--- config.mk ---
export PLATFORM = sky130hd
export DESIGN_NAME = bst_top
export DESIGN_NICKNAME = d
export VERILOG_FILES = /design/src/logic/bst_pkg.sv /design/src/logic/bst_top.sv /design/src/logic/bst_tap_fsm.sv /design/src/logic/bst_cell.sv
export SDC_FILE = /design/constraint.sdc
export NUM_CORES = 1
export LEC_CHECK = 0
export BUFFER_PORTS_ARGS = -buffer_cell sky130_fd_sc_hd__clkbuf_2
export CAP_MARGIN = 0
export CORE_ASPECT_RATIO = 0.9
export CORE_MARGIN = 2
export CORE_UTILIZATION = 53
export DETAILED_ROUTE_END_ITERATION = 8
export PLACE_DENSITY = 0.79
export SETUP_SLACK_MARGIN = 0.15
export SYNTH_ARGS = -nofsm -noshare
export SYNTH_HDL_FRONTEND = slang
export SYNTH_SLANG_ARGS = --single-unit
--- constraint.sdc ---
create_clock -name aclk -period 2 [get_ports aclk]
set_input_delay 0.2 -clock aclk [delete_from_list [all_inputs] [get_ports aclk]]
set_output_delay 0.2 -clock aclk [all_outputs]
set_load 0.1 [all_outputs]
--- src/logic/bst_pkg.sv ---
// Shared constants, types and helpers for the boundary-scan tap block
package bst_pkg;

    // Test access port controller states
    typedef enum logic [3:0] {
        TLR, RTI, SEL_DR, CAP_DR, SH_DR, EX1_DR, PA_DR, EX2_DR, UPD_DR,
        SEL_IR, CAP_IR, SH_IR, EX1_IR, PA_IR, EX2_IR, UPD_IR
    } bst_state_t;

    // Controller strobes presented to the pad side
    typedef struct packed {
        logic select_ir;  // High: instruction path chosen
        logic tdo_en;     // Serial output enable
        logic treset;     // Test logic reset
        logic cap_dr;
        logic cap_ir;
        logic sh_dr;
        logic sh_ir;
        logic upd_dr;
        logic upd_ir;
    } bst_ctl_t;

    // Instruction register
    localparam int         IR_W       = 3;
    localparam logic [2:0] IR_EXTEST  = 3'h0;
    localparam logic [2:0] IR_IDCODE  = 3'h3;
    localparam logic [2:0] IR_SAMPLE  = 3'h4;
    localparam logic [2:0] IR_BYPASS  = 3'h7;
    localparam logic [2:0] IR_CAPTURE = 3'h1;
    localparam logic [2:0] IR_RESET   = IR_IDCODE;
    localparam int         ID_W       = 32;

    // Pad blocks hold four cells each
    localparam int CELLS_PER_BLOCK = 4;

    // Register map, byte addresses
    localparam int         ADDR_W       = 8;
    localparam logic [7:0] REG_STATUS   = 8'h00;
    localparam logic [7:0] REG_FUNC_OUT = 8'h04;
    localparam logic [7:0] REG_FUNC_OE  = 8'h08;
    localparam logic [7:0] REG_PAD_IN   = 8'h0C;

    // Status field positions
    localparam int ST_STATE_LSB = 0;
    localparam int ST_IR_LSB    = 4;
    localparam int ST_MODE_BIT  = 7;
    localparam int ST_TDOE_BIT  = 8;

    // Reset values and bus answers
    localparam logic [31:0] FUNC_RST    = 32'h0000_0000;
    localparam logic [1:0]  RESP_OKAY   = 2'h0;
    localparam logic [1:0]  RESP_SLVERR = 2'h2;

    // Byte-lane merge of a write into a stored word
    function automatic logic [31:0] bst_merge(input logic [31:0] old,
        input logic [31:0] wd, input logic [3:0] be);
        logic [31:0] r;
        r = old;
        for (int i = 0; i < 4; i++) begin
            if (be[i]) r[8*i +: 8] = wd[8*i +: 8];
        end
        return r;
    endfunction : bst_merge

    // Word-aligned form of a bus address
    function automatic logic [7:0] bst_word(input logic [7:0] a);
        return {a[7:2], 2'h0};
    endfunction : bst_word

endpackage : bst_pkg

--- src/logic/bst_top.sv ---
// Boundary-scan tap top level
`timescale 1ns/1ps

// What this block does
// - Sixteen states, next state from sampled tms
// - Select output high for instruction path
// - Capture loads parallel; shift moves bits serially
// - Update loads instruction or boundary output stages
// - Separate capture/shift/update strobes, enable, reset
// - Four boundary cells per pad block, chained
// - Data and direction cells, shift feeding update
// - Cells run on controller strobes and mode
// - Indicator picks pad input or functional data
// - External test drives pads from update stages
// - Bypass or sample keep functional pad data
// - Normal mode passes functional data both ways
// - Sample inputs on rise, change tdo on fall
// - External test updates pads on falling edge
// - Three-bit instruction codes 000, 100, 011, 111
// - Bypass uses one flip-flop of delay
module bst_top #(
    parameter int          BLOCKS   = 1,            // Pad blocks
    parameter logic [31:0] ID_VALUE = 32'h1357_9BDF // Arbitrary value
) (
    // System clock and reset
    input  wire logic                        aclk,
    input  wire logic                        aresetn,
    // Test link pins
    input  wire logic                        tck,
    input  wire logic                        tms,
    input  wire logic                        tdi,
    output logic                             tdo,
    output logic                             tdo_oe,
    // Reset pins, active low
    input  wire logic                        power_up_reset_n,
    input  wire logic                        scan_reset_n,
    // Controller strobes
    output bst_pkg::bst_ctl_t                ctl,
    // Pads
    input  wire logic [4*BLOCKS-1:0]         pad_in,
    output logic      [4*BLOCKS-1:0]         pad_out,
    output logic      [4*BLOCKS-1:0]         pad_oe,
    // AXI4-Lite write address and data
    input  wire logic [bst_pkg::ADDR_W-1:0]  awaddr,
    input  wire logic                        awvalid,
    output logic                             awready,
    input  wire logic [31:0]                 wdata,
    input  wire logic [3:0]                  wstrb,
    input  wire logic                        wvalid,
    output logic                             wready,
    // AXI4-Lite write response
    output logic [1:0]                       bresp,
    output logic                             bvalid,
    input  wire logic                        bready,
    // AXI4-Lite read
    input  wire logic [bst_pkg::ADDR_W-1:0]  araddr,
    input  wire logic                        arvalid,
    output logic                             arready,
    output logic [31:0]                      rdata,
    output logic [1:0]                       rresp,
    output logic                             rvalid,
    input  wire logic                        rready
);
    import bst_pkg::*;

    localparam int PADS = CELLS_PER_BLOCK * BLOCKS;

    typedef struct packed {
        // Pin synchronisers, first stage read only by second
        logic              tck1;
        logic              tck2;
        logic              tck3;     // Previous tck2 for edges
        logic              tms1;
        logic              tms2;
        logic              tdi1;
        logic              tdi2;
        logic              pur1;
        logic              pur2;
        logic              scn1;
        logic              scn2;
        logic [PADS-1:0]   pad1;
        logic [PADS-1:0]   pad2;
        // Scan registers
        logic [IR_W-1:0]   ir;       // Active instruction
        logic [IR_W-1:0]   ir_sh;    // Instruction shift stage
        logic              byp;      // Bypass flip-flop
        logic [ID_W-1:0]   id_sh;    // Identification shift
        // Link outputs
        logic              tdo;
        logic              tdo_oe;
        bst_ctl_t          ctl;
        logic [PADS-1:0]   pad_out;
        logic [PADS-1:0]   pad_oe;
        // Software-held functional data
        logic [PADS-1:0]   func_out;
        logic [PADS-1:0]   func_oe;
        // Bus slave
        logic              awrdy;
        logic              wrdy;
        logic              have_aw;
        logic              have_w;
        logic [ADDR_W-1:0] waddr;
        logic [31:0]       wdat;
        logic [3:0]        wbe;
        logic              bvld;
        logic [1:0]        brsp;
        logic              arrdy;
        logic              rvld;
        logic [31:0]       rdat;
        logic [1:0]        rrsp;
    } bst_top_st_t;

    bst_top_st_t s;         // Registered state
    bst_top_st_t next_s;    // Next value
    bst_state_t  st;        // Controller state
    logic        tck_rise;  // One-cycle test clock rise
    logic        tck_fall;  // One-cycle test clock fall
    logic        hold_rst;  // Either reset pin asserted
    logic        mode;      // External test active
    logic        sel_bsr;   // Boundary register addressed
    logic        sel_id;    // Identification addressed
    logic        b_cap;     // Boundary capture
    logic        b_shn;     // Boundary shift, active low
    logic        b_upd;     // Boundary update
    logic        treset;    // Controller in reset state
    logic [PADS:0]   chain;     // Scan chain taps
    logic [PADS-1:0] cell_out;  // Cell pad data
    logic [PADS-1:0] cell_oe;   // Cell pad enables

    // Edges of the synced test clock; a slow clock
    // gives several cycles per phase, so none is lost
    always_comb begin
        tck_rise = s.tck2 && !s.tck3;
        tck_fall = !s.tck2 && s.tck3;
        hold_rst = !s.pur2 || !s.scn2;
    end

    // Port controller
    bst_tap_fsm u_fsm (
        .aclk       (aclk),
        .aresetn    (aresetn),
        .hold_reset (hold_rst),
        .tck_rise   (tck_rise),
        .tms        (s.tms2),
        .state      (st)
    );

    // Instruction decode
    always_comb begin
        mode    = (s.ir == IR_EXTEST);
        sel_bsr = mode || (s.ir == IR_SAMPLE);
        sel_id  = (s.ir == IR_IDCODE);
        treset  = (st == TLR);
        b_cap   = sel_bsr && (st == CAP_DR);
        b_shn   = !(sel_bsr && (st == SH_DR));
        b_upd   = sel_bsr && (st == UPD_DR);
        chain[0] = s.tdi2;
    end

    // Boundary register: cells chained in pad order
    for (genvar i = 0; i < PADS; i++) begin : g_cell
        bst_cell u_cell (
            .aclk        (aclk),
            .aresetn     (aresetn),
            .tck_rise    (tck_rise),
            .tck_fall    (tck_fall),
            .capture     (b_cap),
            .shiftn      (b_shn),
            .update      (b_upd),
            .treset      (treset),
            .mode        (mode),
            .scan_in     (chain[i]),
            .scan_out    (chain[i+1]),
            .func_out    (s.func_out[i]),
            .func_oe     (s.func_oe[i]),
            .pad_in      (s.pad2[i]),
            .pad_out_val (cell_out[i]),
            .pad_oe_val  (cell_oe[i])
        );
    end

    // Whole next state
    always_comb begin
        next_s = s;

        // Two-flop pin synchronisers
        next_s.tck1 = tck;
        next_s.tck2 = s.tck1;
        next_s.tck3 = s.tck2;
        next_s.tms1 = tms;
        next_s.tms2 = s.tms1;
        next_s.tdi1 = tdi;
        next_s.tdi2 = s.tdi1;
        next_s.pur1 = power_up_reset_n;
        next_s.pur2 = s.pur1;
        next_s.scn1 = scan_reset_n;
        next_s.scn2 = s.scn1;
        next_s.pad1 = pad_in;
        next_s.pad2 = s.pad1;

        // Capture and shift on test clock rise
        if (tck_rise) begin
            unique case (st)
                CAP_IR: next_s.ir_sh = IR_CAPTURE;
                SH_IR:  next_s.ir_sh = {s.tdi2, s.ir_sh[IR_W-1:1]};
                CAP_DR: begin
                    next_s.byp = 1'b0;
                    if (sel_id) next_s.id_sh = ID_VALUE;
                end
                SH_DR: begin
                    next_s.byp   = s.tdi2;
                    next_s.id_sh = {s.tdi2, s.id_sh[ID_W-1:1]};
                end
                default: begin
                    // Other states leave the shift stages alone
                end
            endcase
        end

        // Serial output moves on the fall
        if (tck_fall) begin
            if (st == UPD_IR) next_s.ir = s.ir_sh;
            next_s.tdo_oe = (st == SH_DR) || (st == SH_IR);
            if (st == SH_IR) begin
                next_s.tdo = s.ir_sh[0];
            end else if (sel_bsr) begin
                next_s.tdo = chain[PADS];
            end else if (sel_id) begin
                next_s.tdo = s.id_sh[0];
            end else begin
                next_s.tdo = s.byp;
            end
        end

        // Reset state restores the id instruction
        if (treset) begin
            next_s.ir = IR_RESET;
        end
        if (hold_rst) begin
            next_s.tdo_oe = 1'b0;
        end

        // Registered controller strobes
        next_s.ctl.select_ir = (st >= SEL_IR);
        next_s.ctl.tdo_en    = s.tdo_oe;
        next_s.ctl.treset    = treset;
        next_s.ctl.cap_dr    = (st == CAP_DR);
        next_s.ctl.cap_ir    = (st == CAP_IR);
        next_s.ctl.sh_dr     = (st == SH_DR);
        next_s.ctl.sh_ir     = (st == SH_IR);
        next_s.ctl.upd_dr    = (st == UPD_DR);
        next_s.ctl.upd_ir    = (st == UPD_IR);

        // Pads follow the cells
        next_s.pad_out = cell_out;
        next_s.pad_oe  = cell_oe;

        // Address and data in either order
        if (awvalid && s.awrdy) begin
            next_s.have_aw = 1'b1;
            next_s.waddr   = awaddr;
        end
        if (wvalid && s.wrdy) begin
            next_s.have_w = 1'b1;
            next_s.wdat   = wdata;
            next_s.wbe    = wstrb;
        end

        // Write once both halves are held
        if (s.have_aw && s.have_w && !s.bvld) begin
            next_s.have_aw = 1'b0;
            next_s.have_w  = 1'b0;
            next_s.bvld    = 1'b1;
            next_s.brsp    = RESP_OKAY;
            unique case (bst_word(s.waddr))
                REG_FUNC_OUT: next_s.func_out = PADS'(bst_merge(
                    32'(s.func_out), s.wdat, s.wbe));
                REG_FUNC_OE:  next_s.func_oe = PADS'(bst_merge(
                    32'(s.func_oe), s.wdat, s.wbe));
                REG_STATUS, REG_PAD_IN: begin
                    // Read-only words ignore writes
                end
                default: next_s.brsp = RESP_SLVERR;
            endcase
        end else if (s.bvld && bready) begin
            next_s.bvld = 1'b0;
        end

        // Read answers one cycle later
        if (arvalid && s.arrdy) begin
            next_s.rvld = 1'b1;
            next_s.rrsp = RESP_OKAY;
            next_s.rdat = '0;
            unique case (bst_word(araddr))
                REG_STATUS: begin
                    next_s.rdat[ST_STATE_LSB +: 4]  = st;
                    next_s.rdat[ST_IR_LSB +: IR_W] = s.ir;
                    next_s.rdat[ST_MODE_BIT]        = mode;
                    next_s.rdat[ST_TDOE_BIT]        = s.tdo_oe;
                end
                REG_FUNC_OUT: next_s.rdat[PADS-1:0] = s.func_out;
                REG_FUNC_OE:  next_s.rdat[PADS-1:0] = s.func_oe;
                REG_PAD_IN:   next_s.rdat[PADS-1:0] = s.pad2;
                default:      next_s.rrsp = RESP_SLVERR;
            endcase
        end else if (s.rvld && rready) begin
            next_s.rvld = 1'b0;
        end

        // Each ready only while its own half is not held and no answer is owed
        next_s.awrdy = !next_s.have_aw && !next_s.bvld;
        next_s.wrdy  = !next_s.have_w && !next_s.bvld;
        next_s.arrdy = !next_s.rvld;
    end

    // State register
    always_ff @(posedge aclk) begin
        if (!aresetn) begin
            s          <= '0;
            s.ir       <= IR_RESET;
            s.func_out <= PADS'(FUNC_RST);
            s.func_oe  <= PADS'(FUNC_RST);
            s.pur1     <= 1'b1;
            s.pur2     <= 1'b1;
            s.scn1     <= 1'b1;
            s.scn2     <= 1'b1;
        end else begin
            s <= next_s;
        end
    end

    // Outputs from flops
    always_comb begin
        tdo     = s.tdo;
        tdo_oe  = s.tdo_oe;
        ctl     = s.ctl;
        pad_out = s.pad_out;
        pad_oe  = s.pad_oe;
        awready = s.awrdy;
        wready  = s.wrdy;
        bvalid  = s.bvld;
        bresp   = s.brsp;
        arready = s.arrdy;
        rvalid  = s.rvld;
        rdata   = s.rdat;
        rresp   = s.rrsp;
    end

endmodule : bst_top

--- src/logic/bst_tap_fsm.sv ---
// Sixteen-state port controller
`timescale 1ns/1ps
module bst_tap_fsm (
    // Clock and reset
    input  wire logic           aclk,
    input  wire logic           aresetn,
    // Sampled link inputs
    input  wire logic           hold_reset,
    input  wire logic           tck_rise,
    input  wire logic           tms,
    // Current state
    output bst_pkg::bst_state_t state
);
    import bst_pkg::*;

    typedef struct packed {
        bst_state_t st;
    } bst_fsm_t;

    bst_fsm_t s;       // Registered state
    bst_fsm_t next_s;  // Next value

    // Next state from tms at a test clock rise
    always_comb begin
        next_s = s;
        if (hold_reset) begin
            next_s.st = TLR;
        end else if (tck_rise) begin
            unique case (s.st)
                TLR:    next_s.st = tms ? TLR    : RTI;
                RTI:    next_s.st = tms ? SEL_DR : RTI;
                SEL_DR: next_s.st = tms ? SEL_IR : CAP_DR;
                CAP_DR: next_s.st = tms ? EX1_DR : SH_DR;
                SH_DR:  next_s.st = tms ? EX1_DR : SH_DR;
                EX1_DR: next_s.st = tms ? UPD_DR : PA_DR;
                PA_DR:  next_s.st = tms ? EX2_DR : PA_DR;
                EX2_DR: next_s.st = tms ? UPD_DR : SH_DR;
                UPD_DR: next_s.st = tms ? SEL_DR : RTI;
                SEL_IR: next_s.st = tms ? TLR    : CAP_IR;
                CAP_IR: next_s.st = tms ? EX1_IR : SH_IR;
                SH_IR:  next_s.st = tms ? EX1_IR : SH_IR;
                EX1_IR: next_s.st = tms ? UPD_IR : PA_IR;
                PA_IR:  next_s.st = tms ? EX2_IR : PA_IR;
                EX2_IR: next_s.st = tms ? UPD_IR : SH_IR;
                UPD_IR: next_s.st = tms ? SEL_DR : RTI;
            endcase
        end
    end

    // State register; bus reset gives TLR
    always_ff @(posedge aclk) begin
        if (!aresetn) begin
            s <= '{st: TLR};
        end else begin
            s <= next_s;
        end
    end

    assign state = s.st;

endmodule : bst_tap_fsm

--- src/logic/bst_cell.sv ---
// One boundary cell: data cell chained into a direction cell
`timescale 1ns/1ps
module bst_cell (
    // Clock and reset
    input  wire logic aclk,
    input  wire logic aresetn,
    // Test clock edge strobes
    input  wire logic tck_rise,
    input  wire logic tck_fall,
    // Controller strobes
    input  wire logic capture,
    input  wire logic shiftn,
    input  wire logic update,
    input  wire logic treset,
    input  wire logic mode,
    // Scan chain
    input  wire logic scan_in,
    output logic      scan_out,
    // Functional and pad side
    input  wire logic func_out,
    input  wire logic func_oe,
    input  wire logic pad_in,
    output logic      pad_out_val,
    output logic      pad_oe_val
);
    import bst_pkg::*;

    typedef struct packed {
        logic dat_sh;  // Data shift stage
        logic dat_up;  // Data update stage
        logic dir_sh;  // Direction shift stage
        logic dir_up;  // Direction update stage
    } bst_cell_st_t;

    bst_cell_st_t s;       // Registered state
    bst_cell_st_t next_s;  // Next value
    logic         dir_ind; // Output direction indicator

    // Indicator uses scan value only in external test
    always_comb begin
        dir_ind = mode ? s.dir_up : func_oe;
    end

    // Capture, shift and update of both stages
    always_comb begin
        next_s = s;
        if (tck_rise && capture) begin
            next_s.dat_sh = dir_ind ? func_out : pad_in;
            next_s.dir_sh = func_oe;
        end else if (tck_rise && !shiftn) begin
            next_s.dat_sh = scan_in;
            next_s.dir_sh = s.dat_sh;
        end
        if (tck_fall && update) begin
            next_s.dat_up = s.dat_sh;
            next_s.dir_up = s.dir_sh;
        end
        if (treset) begin
            next_s.dat_up = 1'b0;
            next_s.dir_up = 1'b0;
        end
    end

    // Cell register
    always_ff @(posedge aclk) begin
        if (!aresetn) begin
            s <= '0;
        end else begin
            s <= next_s;
        end
    end

    // Pad drive: scan data in external test
    always_comb begin
        scan_out    = s.dir_sh;
        pad_out_val = mode ? s.dat_up : func_out;
        pad_oe_val  = mode ? s.dir_up : func_oe;
    end

endmodule : bst_cell

==> metrics.yaml, run 1 <==
synth:
  synth_cell_types: 52
  ys_seq_elements: 134
  synth-seq-area-share_pct: 48.2
  async_reset_ff_share_pct: 0
  synthesis.instances: 579
  yosysWarnings: 0
  syn_area_um2: 5560
  avgSynthCellArea_um2: 9.61
  synthFlopType: "dfxtp_1"
  synth_edf_count: 0
critical_path:
  worst_setup_path_start_kind: "register"
  critPathRequiredTime_ps: 2320
  r2r.worst_path.cells: 4
  worstReg2RegStart: "next_s[169]"
  worstPathArrival_ps: 2160
  r2r-end: "g_cell[0].u_cell.s[3]"
  rrSetupSlack_ps: 160
  worstSetupPathType: "reg2reg"
  crit_path_end_kind: "register"
  cp_max_fo: 5
placement:
  dp_hpwl_um: 7250
  routabilityCongestion: 0.863
  pre_cts_ws_ps: 141
  portBuffers: 67
outcome:
  outcome: "finished clean"
sta:
  finalSetupTns_ps: 0
  grt_setup_unrepaired: "yes"
  layout_setup_ws_ps: 156
  post-route-period-util_pct: 92.2
  tightest_slew_ps: 548
  layout_min_cycle_time_ps: 1840
  max_slew_margin_pct: 63.6
  hold_viol: 0
  max_freq_mhz: 542
  clock_skew_ps: 9.36
  setup_viol: 0
  maxSlewViolCount: 0
drt:
  viasPerCell: 5.46
  drc_errors: 0
  ant_nets: 0
  num_vias: 4194
  dr.pass1.iters: 5
  wl_per_cell_um: 14.4
  first_iter_violations: 276
  finalWirelength_um: 11100
finish:
  nets: 694
  fillers: 840
  final_core_util_pct: 62.3
  drive_gt1_share_pct: 22.8
  mostFrequentLayoutCells: "dfxtp_1 (131), nand2_1 (73), clkbuf_2 (66)"
  diodes: 0
  mostFrequentLayoutCell: "dfxtp_1"
  area_growth_pct: 14.8
  register_area_um2: 2690
  multi_input_area_um2: 2370
global_routing:
  grt_pass1_wl_um: 18200
  antenna_found_initial: 0
  grt_pass1_vias: 3817
  grt_max_degree: 49
  grtUsageTotal_pct: 19.8
  grt_remaining_overflow: 0
floorplanning:
  core_area_um2: 10200
  start_util_pct: 54.3
  core.rowCount: 35
  die-area_um2: 11300
  fp.dieW_um: 112
  die_h_um: 101
  io_pins: 128
clock_tree:
  clock_sinks: 134
  cts_inserted_buffers: 17
  path_clk_slew_ps: 60
  htree_levels: 4
  cts_tree: "built"
  worstSkewPairLatency_ps: 410
  cts_buffer_depth: 2
  cts_root_buf: "clkbuf_16"
min_path:
  holdPathStages: 2
  hold_class: "in2reg"
  worstHoldStart: "pad_in[1]"
  hold_end: "next_s[154]"
pwr:
  vdd_drop_max_v: 0.000669
  p_per_area_nw_per_um2: 951
  p_leak_nw: 2.59
  p_total_mw: 6.08
flow_run:
  maxCapViolCount: 0
-- synth_stat cells, drive strengths merged, types with 2 or more instances --
master   number  area share (%)
o211ai        3            0.40
nor3b         3            0.40
inv           3            0.20
mux2i        27             4.9
o221ai        5            0.79
nor2         22             1.5
a31oi         6            0.67
a221oi        2            0.31
a21oi        11            0.99
a22oi         9             1.2
or3           4            0.54
and2         18             2.0
and3          4            0.45
or3b          2            0.31
a2111oi       2            0.65
o221a        20             4.0
a211oi        2            0.27
a21boi       20             2.7
o21ai        17             1.7
buf          64             8.7
nor3          6            0.54
nand4         6            0.67
dfxtp       134              48
or4           2            0.27
nand3b        3            0.40
nand2        73             4.9
mux4          4             1.6
nor2b        22             2.5
clkbuf       31             2.1
nand4b        2            0.31
nand3        26             2.3
o22ai         4            0.45
a211o         2            0.31
nor4          2            0.22
nand2b        8            0.90
-- stage by stage --
| stage | hold WS [ps] | instance area, µm² | std cells |
|---|---|---|---|
| 6_report | 11.8 | 6390 | 768 |
| 5_1_grt | 3.11 | 6390 | 768 |
| 4_1_cts | 0.697 | 6350 | 763 |
| 3_5_place_dp | 398 | 5700 | 722 |
| 3_3_place_gp | 390 | 5700 | 722 |
| 2_1_floorplan | 301 | 5660 | 603 |
-- what timing repair did --
action	in CTS	in global routing
pin swaps	1	2
hold buffers	8	0
gates cloned	0	1
gates resized for setup	1	4
setup buffers	1	4
endpoints found under the setup margin	5	31
endpoints found under the hold margin	8	0
-- worst max path at each step --
stage                     slack (ps)  cells past startpoint                         to           start
final                            160                      4      g_cell[0].u_cell.s[3]     next_s[169]
after global routing              60                      4      g_cell[3].u_cell.s[3]     next_s[169]
after CTS                        160                      5  g_cell[0].u_cell.scan_out  u_fsm.state[2]
after detailed placement         140                      5      g_cell[3].u_cell.s[0]  u_fsm.state[1]
after global placement           160                      5      g_cell[2].u_cell.s[0]  u_fsm.state[1]
after floorplan                  180                      8                     s[144]  u_fsm.state[3]
-- layer usage --
layer / global-route usage (%) / vias up / share of wire [%]
met5: 0 / - / 0
li1: - / 2055 / -
met3: 5.33 / 14 / 6.5
met1: 26.2 / 1964 / 46
met4: 7.32 / 0 / 1.1
met2: 31.7 / 161 / 46
-- report_power, final --
group | leakage, nW | total (mW) | internal [mW] | switching (mW)
Sequential | 1.09 | 2.75 | 2.72 | 0.0328
Combinational | 1.24 | 0.495 | 0.0980 | 0.397
Clock | 0.266 | 2.83 | 1.66 | 1.17
-- critical path, stage by stage (launching register included) --
cell	delay (ps)
dfxtp_1	370
or3b_4	430
a2111oi_4	430
nand3_1	250
o221ai_1	260
-- flip-flops by register name, summed over array words and instances, names as in the netlist, 9 cells and up --
name	cells
s	68
next_s	10
rdata	9
ctl	9
g_cell.u_cell.s	12
-- cells by family after synthesis --
group	after synthesis	synth area share (%)
and+or+nand+nor	204	18.4
DFF	134	48.2
AOI/OAI and AO/OA	109	15.5
buffers and inverters	98	11.0
muxes	32	6.68
xor gates and xnor gates	1	0.157
other	1	0.0674
-- cell type report --
type	instances	area share, %
tap	129	2.53
timing repair buffer	99	9.58
inverter	3	0.176
sequential	134	42.0
clock buffer	19	7.09
clock inverter	13	1.55
multi-input combinational	371	37.0
Note: power is estimated with default switching activity, not from simulation.
==> run 2, diff against run 1 <==
--- a/config.mk
+++ b/config.mk
@@ -7,11 +7,11 @@
 export LEC_CHECK = 0
 export BUFFER_PORTS_ARGS = -buffer_cell sky130_fd_sc_hd__clkbuf_2
 export CAP_MARGIN = 0
-export CORE_ASPECT_RATIO = 0.9
+export CORE_ASPECT_RATIO = 0.6
 export CORE_MARGIN = 2
 export CORE_UTILIZATION = 53
 export DETAILED_ROUTE_END_ITERATION = 8
-export PLACE_DENSITY = 0.79
+export PLACE_DENSITY = 0.81
 export SETUP_SLACK_MARGIN = 0.15
 export SYNTH_ARGS = -nofsm -noshare
 export SYNTH_HDL_FRONTEND = slang
==> run 2 against run 1 <==
Effect of this change: clock power up 11%; sequential cell count stayed put; critical path depth grew 1; utilization increased by 2.0 points; critical endpoint is now g_cell[3].u_cell.scan_out; clock-buffer cell count is 1 higher; clock skew shrank 2.9 ps; fmax increased by 3.7%.
==> metrics.yaml, run 2 (synthesized netlist as in run 1, its figures left out) <==
finish:
  diodes: 0
  drive_gt1_share_pct: 21.9
  top_register: "s"
  area_growth_pct: 15.9
  nets: 692
  register_area_um2: 2680
  fillers: 818
  mostFrequentLayoutCell: "dfxtp_1"
  multi_input_area_um2: 2370
  mostFrequentLayoutCells: "dfxtp_1 (133), nand2_1 (73), clkbuf_2 (66)"
  largest_reg_flops: 68
global_routing:
  grt_remaining_overflow: 0
  grt_pass1_wl_um: 19400
  use_met1_pct: 32.2
  antenna_found_initial: 0
  grt_max_degree: 89
  grt_pass1_vias: 3865
  use_met2_pct: 29.8
  met3_usage_pct: 4.88
  grtUsageTotal_pct: 21.6
  grt.busiest_layer: "met1"
sta:
  finalSetupTns_ps: 0
  max_freq_mhz: 562
  max_slew_margin_pct: 63.1
  post-route-period-util_pct: 88.9
  layout_min_cycle_time_ps: 1780
  maxSlewViolCount: 0
  clock_skew_ps: 6.48
  hold_viol: 0
  holdWs_ps: 31.3
  tightest_slew_ps: 556
  grt_setup_unrepaired: "yes"
  setup_viol: 0
floorplanning:
  fp.dieW_um: 136
  io_pins: 128
  core.rowCount: 28
  core_area_um2: 10000
  die-area_um2: 11400
  start_util_pct: 55.5
  die_h_um: 83.4
critical_path:
  crit_path_cell_trace: "or3b_1 > a2111oi_4 > buf_6 > o21ai_0 > a31oi_1"
  worstPathArrival_ps: 2120
  cp_max_fo: 16
  worstSetupPathType: "reg2reg"
  cpPeakStageDelay_ps: 450
  crit_path_end_kind: "register"
  worst_path_max_delay_cell: "a2111oi_4"
  worst_setup_path_start_kind: "register"
  critPathRequiredTime_ps: 2340
  worstReg2RegStart: "u_fsm.state[2]"
  startpoint: "u_fsm.state[2]"
pwr:
  p_per_area_nw_per_um2: 990
  p_leak_nw: 2.60
  vdd_drop_max_v: 0.000727
drt:
  viasPerCell: 5.48
  finalWirelength_um: 11900
  num_vias: 4226
  dr.pass1.iters: 5
  ant_nets: 0
  wl_per_cell_um: 15.4
  first_iter_violations: 302
  drc_errors: 0
outcome:
  outcome: "finished clean"
placement:
  portBuffers: 67
  routabilityCongestion: 0.899
  dp_hpwl_um: 8030
clock_tree:
  path_clk_slew_ps: 60
  cts_root_buf: "clkbuf_16"
  clock_sinks: 134
  htree_levels: 4
  worstSkewPairLatency_ps: 410
  cts_buffer_depth: 2
  cts_tree: "built"
  cts_inserted_buffers: 17
min_path:
  worstHoldStart: "awaddr[7]"
  hold_class: "in2reg"
flow_run:
  maxCapViolCount: 0
[run 2: cell count changes in the layout (fill, tap and decap cells not counted), moves of 2 or more]
cell,before,now
clkbuf_1,0,2
bufinv_16,0,3
buf_4,22,19
dfxtp_1,131,133
dfxtp_2,3,1
clkinv_4,4,2
[run 2: where the power goes]
| group | switching [mW] | internal, mW | leakage, nW |
|---|---|---|---|
| clock network | 1.13 | 1.99 | 0.287 |
| logic | 0.405 | 0.103 | 1.23 |
| registers | 0.0332 | 2.72 | 1.09 |
[run 2: per-layer routing]
layer / share of wire, % / vias up
met5: 0 / -
met4: 1.3 / 0
met3: 7.2 / 17
met2: 42 / 167
met1: 50 / 1993
li1: - / 2049
[run 2: area by class of cell]
cell class,count,share of cell area (%)
flip-flops and latches,134,41.6
multi-input cells,371,36.8
repair buffers,97,9.53
clock buffers,20,6.93
well taps,135,2.62
clock inverters,11,2.33
inverters,3,0.175
[run 2: final timing paths]
path / slack, ps / to / depth (start not counted)
worst max-delay path: 220 / g_cell[3].u_cell.scan_out / 5
worst min-delay path: 30 / s[82] / 3
worst max register to register: 220 / g_cell[3].u_cell.scan_out / 5
worst min register to register: 420 / s[163] / 1
[run 2: what timing repair did]
item | 4_1_cts | 5_1_grt
hold buffers | 9 | 0
resized for setup | 0 | 4
buffers inserted | 0 | 0
endpoints found under the setup margin | 0 | 27
hold endpoints to repair | 9 | 0
[run 2: critical path, delay by kind of cell, from the launching register on]
family	cells	cell delay [ps]
AO/OA/AOI/OAI	3	710
buffers and inverters	1	220
flip-flops	1	370
AND/OR/NAND/NOR	1	420
[run 2: per-stage QoR]
step	utilization, %	power, mW	cell area, µm²	cells	setup slack (ps)
6_report	64.4	6.38	6450	771	222
2_1_floorplan	-	3.25	5660	603	180
5_1_grt	64.4	6.57	6450	771	151
3_3_place_gp	57.3	3.29	5750	731	269
3_5_place_dp	57.3	3.30	5750	731	244
4_1_cts	64.2	6.42	6430	771	219
==> run 3, diff against run 2 <==
--- a/config.mk
+++ b/config.mk
@@ -7,11 +7,13 @@
 export LEC_CHECK = 0
 export BUFFER_PORTS_ARGS = -buffer_cell sky130_fd_sc_hd__clkbuf_2
 export CAP_MARGIN = 0
+export CELL_PAD_IN_SITES_DETAIL_PLACEMENT = 1
+export CELL_PAD_IN_SITES_GLOBAL_PLACEMENT = 2
 export CORE_ASPECT_RATIO = 0.6
 export CORE_MARGIN = 2
-export CORE_UTILIZATION = 53
+export CORE_UTILIZATION = 33
 export DETAILED_ROUTE_END_ITERATION = 8
-export PLACE_DENSITY = 0.81
+export PLACE_DENSITY = 0.82
 export SETUP_SLACK_MARGIN = 0.15
 export SYNTH_ARGS = -nofsm -noshare
 export SYNTH_HDL_FRONTEND = slang
==> run 3 against run 2 <==
Effect of this change: first-iteration DRC count is 19% lower; final cell count is 13% higher; via count is 0.69% higher; die area is 58% higher; fmax is 2.8% lower; highest routed layer unchanged.
==> metrics.yaml, run 3 (synthesized netlist as in run 1, its figures left out) <==
outcome:
  outcome: "finished clean"
finish:
  nets: 697
  area_growth_pct: 19.1
  largest_reg_flops: 68
  mostFrequentLayoutCells: "dfxtp_1 (130), nand2_1 (73), clkbuf_2 (66)"
  drive_gt1_share_pct: 23.8
  fillers: 1858
  diodes: 0
  top_register: "s"
  mostFrequentLayoutCell: "dfxtp_1"
critical_path:
  worstReg2RegStart: "u_fsm.state[2]"
  worst_setup_path_start_kind: "register"
  crit_path_end_kind: "register"
  worstSetupPathType: "reg2reg"
  cp_max_fo: 8
  critPathRequiredTime_ps: 2270
  rrSetupSlack_ps: 170
  worstPathArrival_ps: 2100
  r2r.worst_path.cells: 5
  r2r-end: "g_cell[1].u_cell.s[3]"
sta:
  clock_skew_ps: 11.3
  maxSlewViolCount: 0
  hold_viol: 0
  max_freq_mhz: 546
  layout_min_cycle_time_ps: 1830
  max_slew_margin_pct: 63.5
  layout_setup_ws_ps: 170
  post-route-period-util_pct: 91.5
  finalSetupTns_ps: 0
  tightest_slew_ps: 550
  setup_viol: 0
  grt_setup_unrepaired: "yes"
floorplanning:
  core_area_um2: 16400
  die_h_um: 105
  core.rowCount: 36
  fp.dieW_um: 172
  die-area_um2: 17900
  start_util_pct: 34.0
  io_pins: 128
global_routing:
  grt_pass1_vias: 4256
  grt_pass1_wl_um: 22500
  grt_max_degree: 92
  grt_remaining_overflow: 0
  antenna_found_initial: 0
  grtUsageTotal_pct: 16.0
drt:
  drc_errors: 0
  num_vias: 4255
  ant_nets: 0
  wl_per_cell_um: 16.2
  finalWirelength_um: 14100
  viasPerCell: 4.89
  first_iter_violations: 246
  dr.pass1.iters: 5
placement:
  routabilityCongestion: 0.769
  dp_hpwl_um: 9620
  pre_cts_ws_ps: 142
  portBuffers: 67
pwr:
  p_leak_nw: 2.65
  p_per_area_nw_per_um2: 973
  vdd_drop_max_v: 0.000448
clock_tree:
  clock_sinks: 134
  cts_root_buf: "clkbuf_16"
  cts_buffer_depth: 2
  path_clk_slew_ps: 60
  htree_levels: 4
  cts_inserted_buffers: 17
  cts_tree: "built"
  worstSkewPairLatency_ps: 410
min_path:
  holdPathStages: 2
  hold_end: "next_s[154]"
  hold_class: "in2reg"
  worstHoldStart: "pad_in[1]"
flow_run:
  maxCapViolCount: 0
-- run 3: timing repair --
action / 4_1_cts / 5_1_grt
gates resized for setup: 2 / 7
pin swaps: 0 / 2
gates cloned: 0 / 1
endpoints found under the setup margin: 16 / 14
endpoints found under the hold margin: 6 / 0
hold buffers: 6 / 0
buffers inserted: 0 / 5
-- run 3: per-layer routing --
| metal | up-vias | GRT usage [%] | part of all wire (%) |
|---|---|---|---|
| met4 | 0 | 4.72 | 0.45 |
| li1 | 2060 | - | - |
| met1 | 2101 | 22.8 | 51 |
| met3 | 6 | 3.86 | 4.8 |
| met2 | 88 | 23.9 | 44 |
| met5 | - | 0 | 0 |
-- run 3: worst max-delay path: stages, from the launching register on --
cell and delay, ps:
dfxtp_2 400, or3b_1 420, a2111oi_4 470, buf_6 190, buf_4 100, o221ai_1 110
-- run 3: cell type report --
class / count / area, µm² / share of cell area, %
inverters: 3 / 11.3 / 0.170
clock inverters: 12 / 151 / 2.29
clock buffers: 20 / 457 / 6.89
well taps: 228 / 285 / 4.31
flip-flops and latches: 134 / 2690 / 40.6
multi-input cells: 371 / 2380 / 35.9
repair buffers: 102 / 657 / 9.92
-- run 3: stage by stage --
step	utilization [%]	total power, mW	hold WS, ps	instance area (µm²)	cells
finish	40.5	6.45	21.4	6630	870
global route	40.5	6.68	11.9	6630	870
CTS	40.1	6.53	4.15	6560	864
detailed placement	36.0	3.31	394	5890	826
global placement	36.0	3.29	392	5890	826
floorplan	-	3.25	301	5660	603
-- run 3: how the worst max path moves through the flow --
stage / end / from / slack (ps) / cells after the start
5_1_grt: g_cell[1].u_cell.scan_out / u_fsm.state[2] / 100 / 5
3_5_place_dp: g_cell[0].u_cell.scan_out / u_fsm.state[2] / 140 / 5
3_3_place_gp: s[123] / u_fsm.state[1] / 180 / 5
2_1_floorplan: s[144] / u_fsm.state[3] / 180 / 8
4_1_cts: g_cell[0].u_cell.scan_out / u_fsm.state[0] / 150 / 5
6_report: g_cell[1].u_cell.s[3] / u_fsm.state[2] / 170 / 5
-- run 3: power breakdown --
| part | leakage, nW | switching (mW) | internal, mW | total [mW] |
|---|---|---|---|---|
| combinational | 1.27 | 0.408 | 0.0984 | 0.506 |
| clock | 0.296 | 1.17 | 2.03 | 3.19 |
| sequential | 1.09 | 0.0352 | 2.72 | 2.75 |
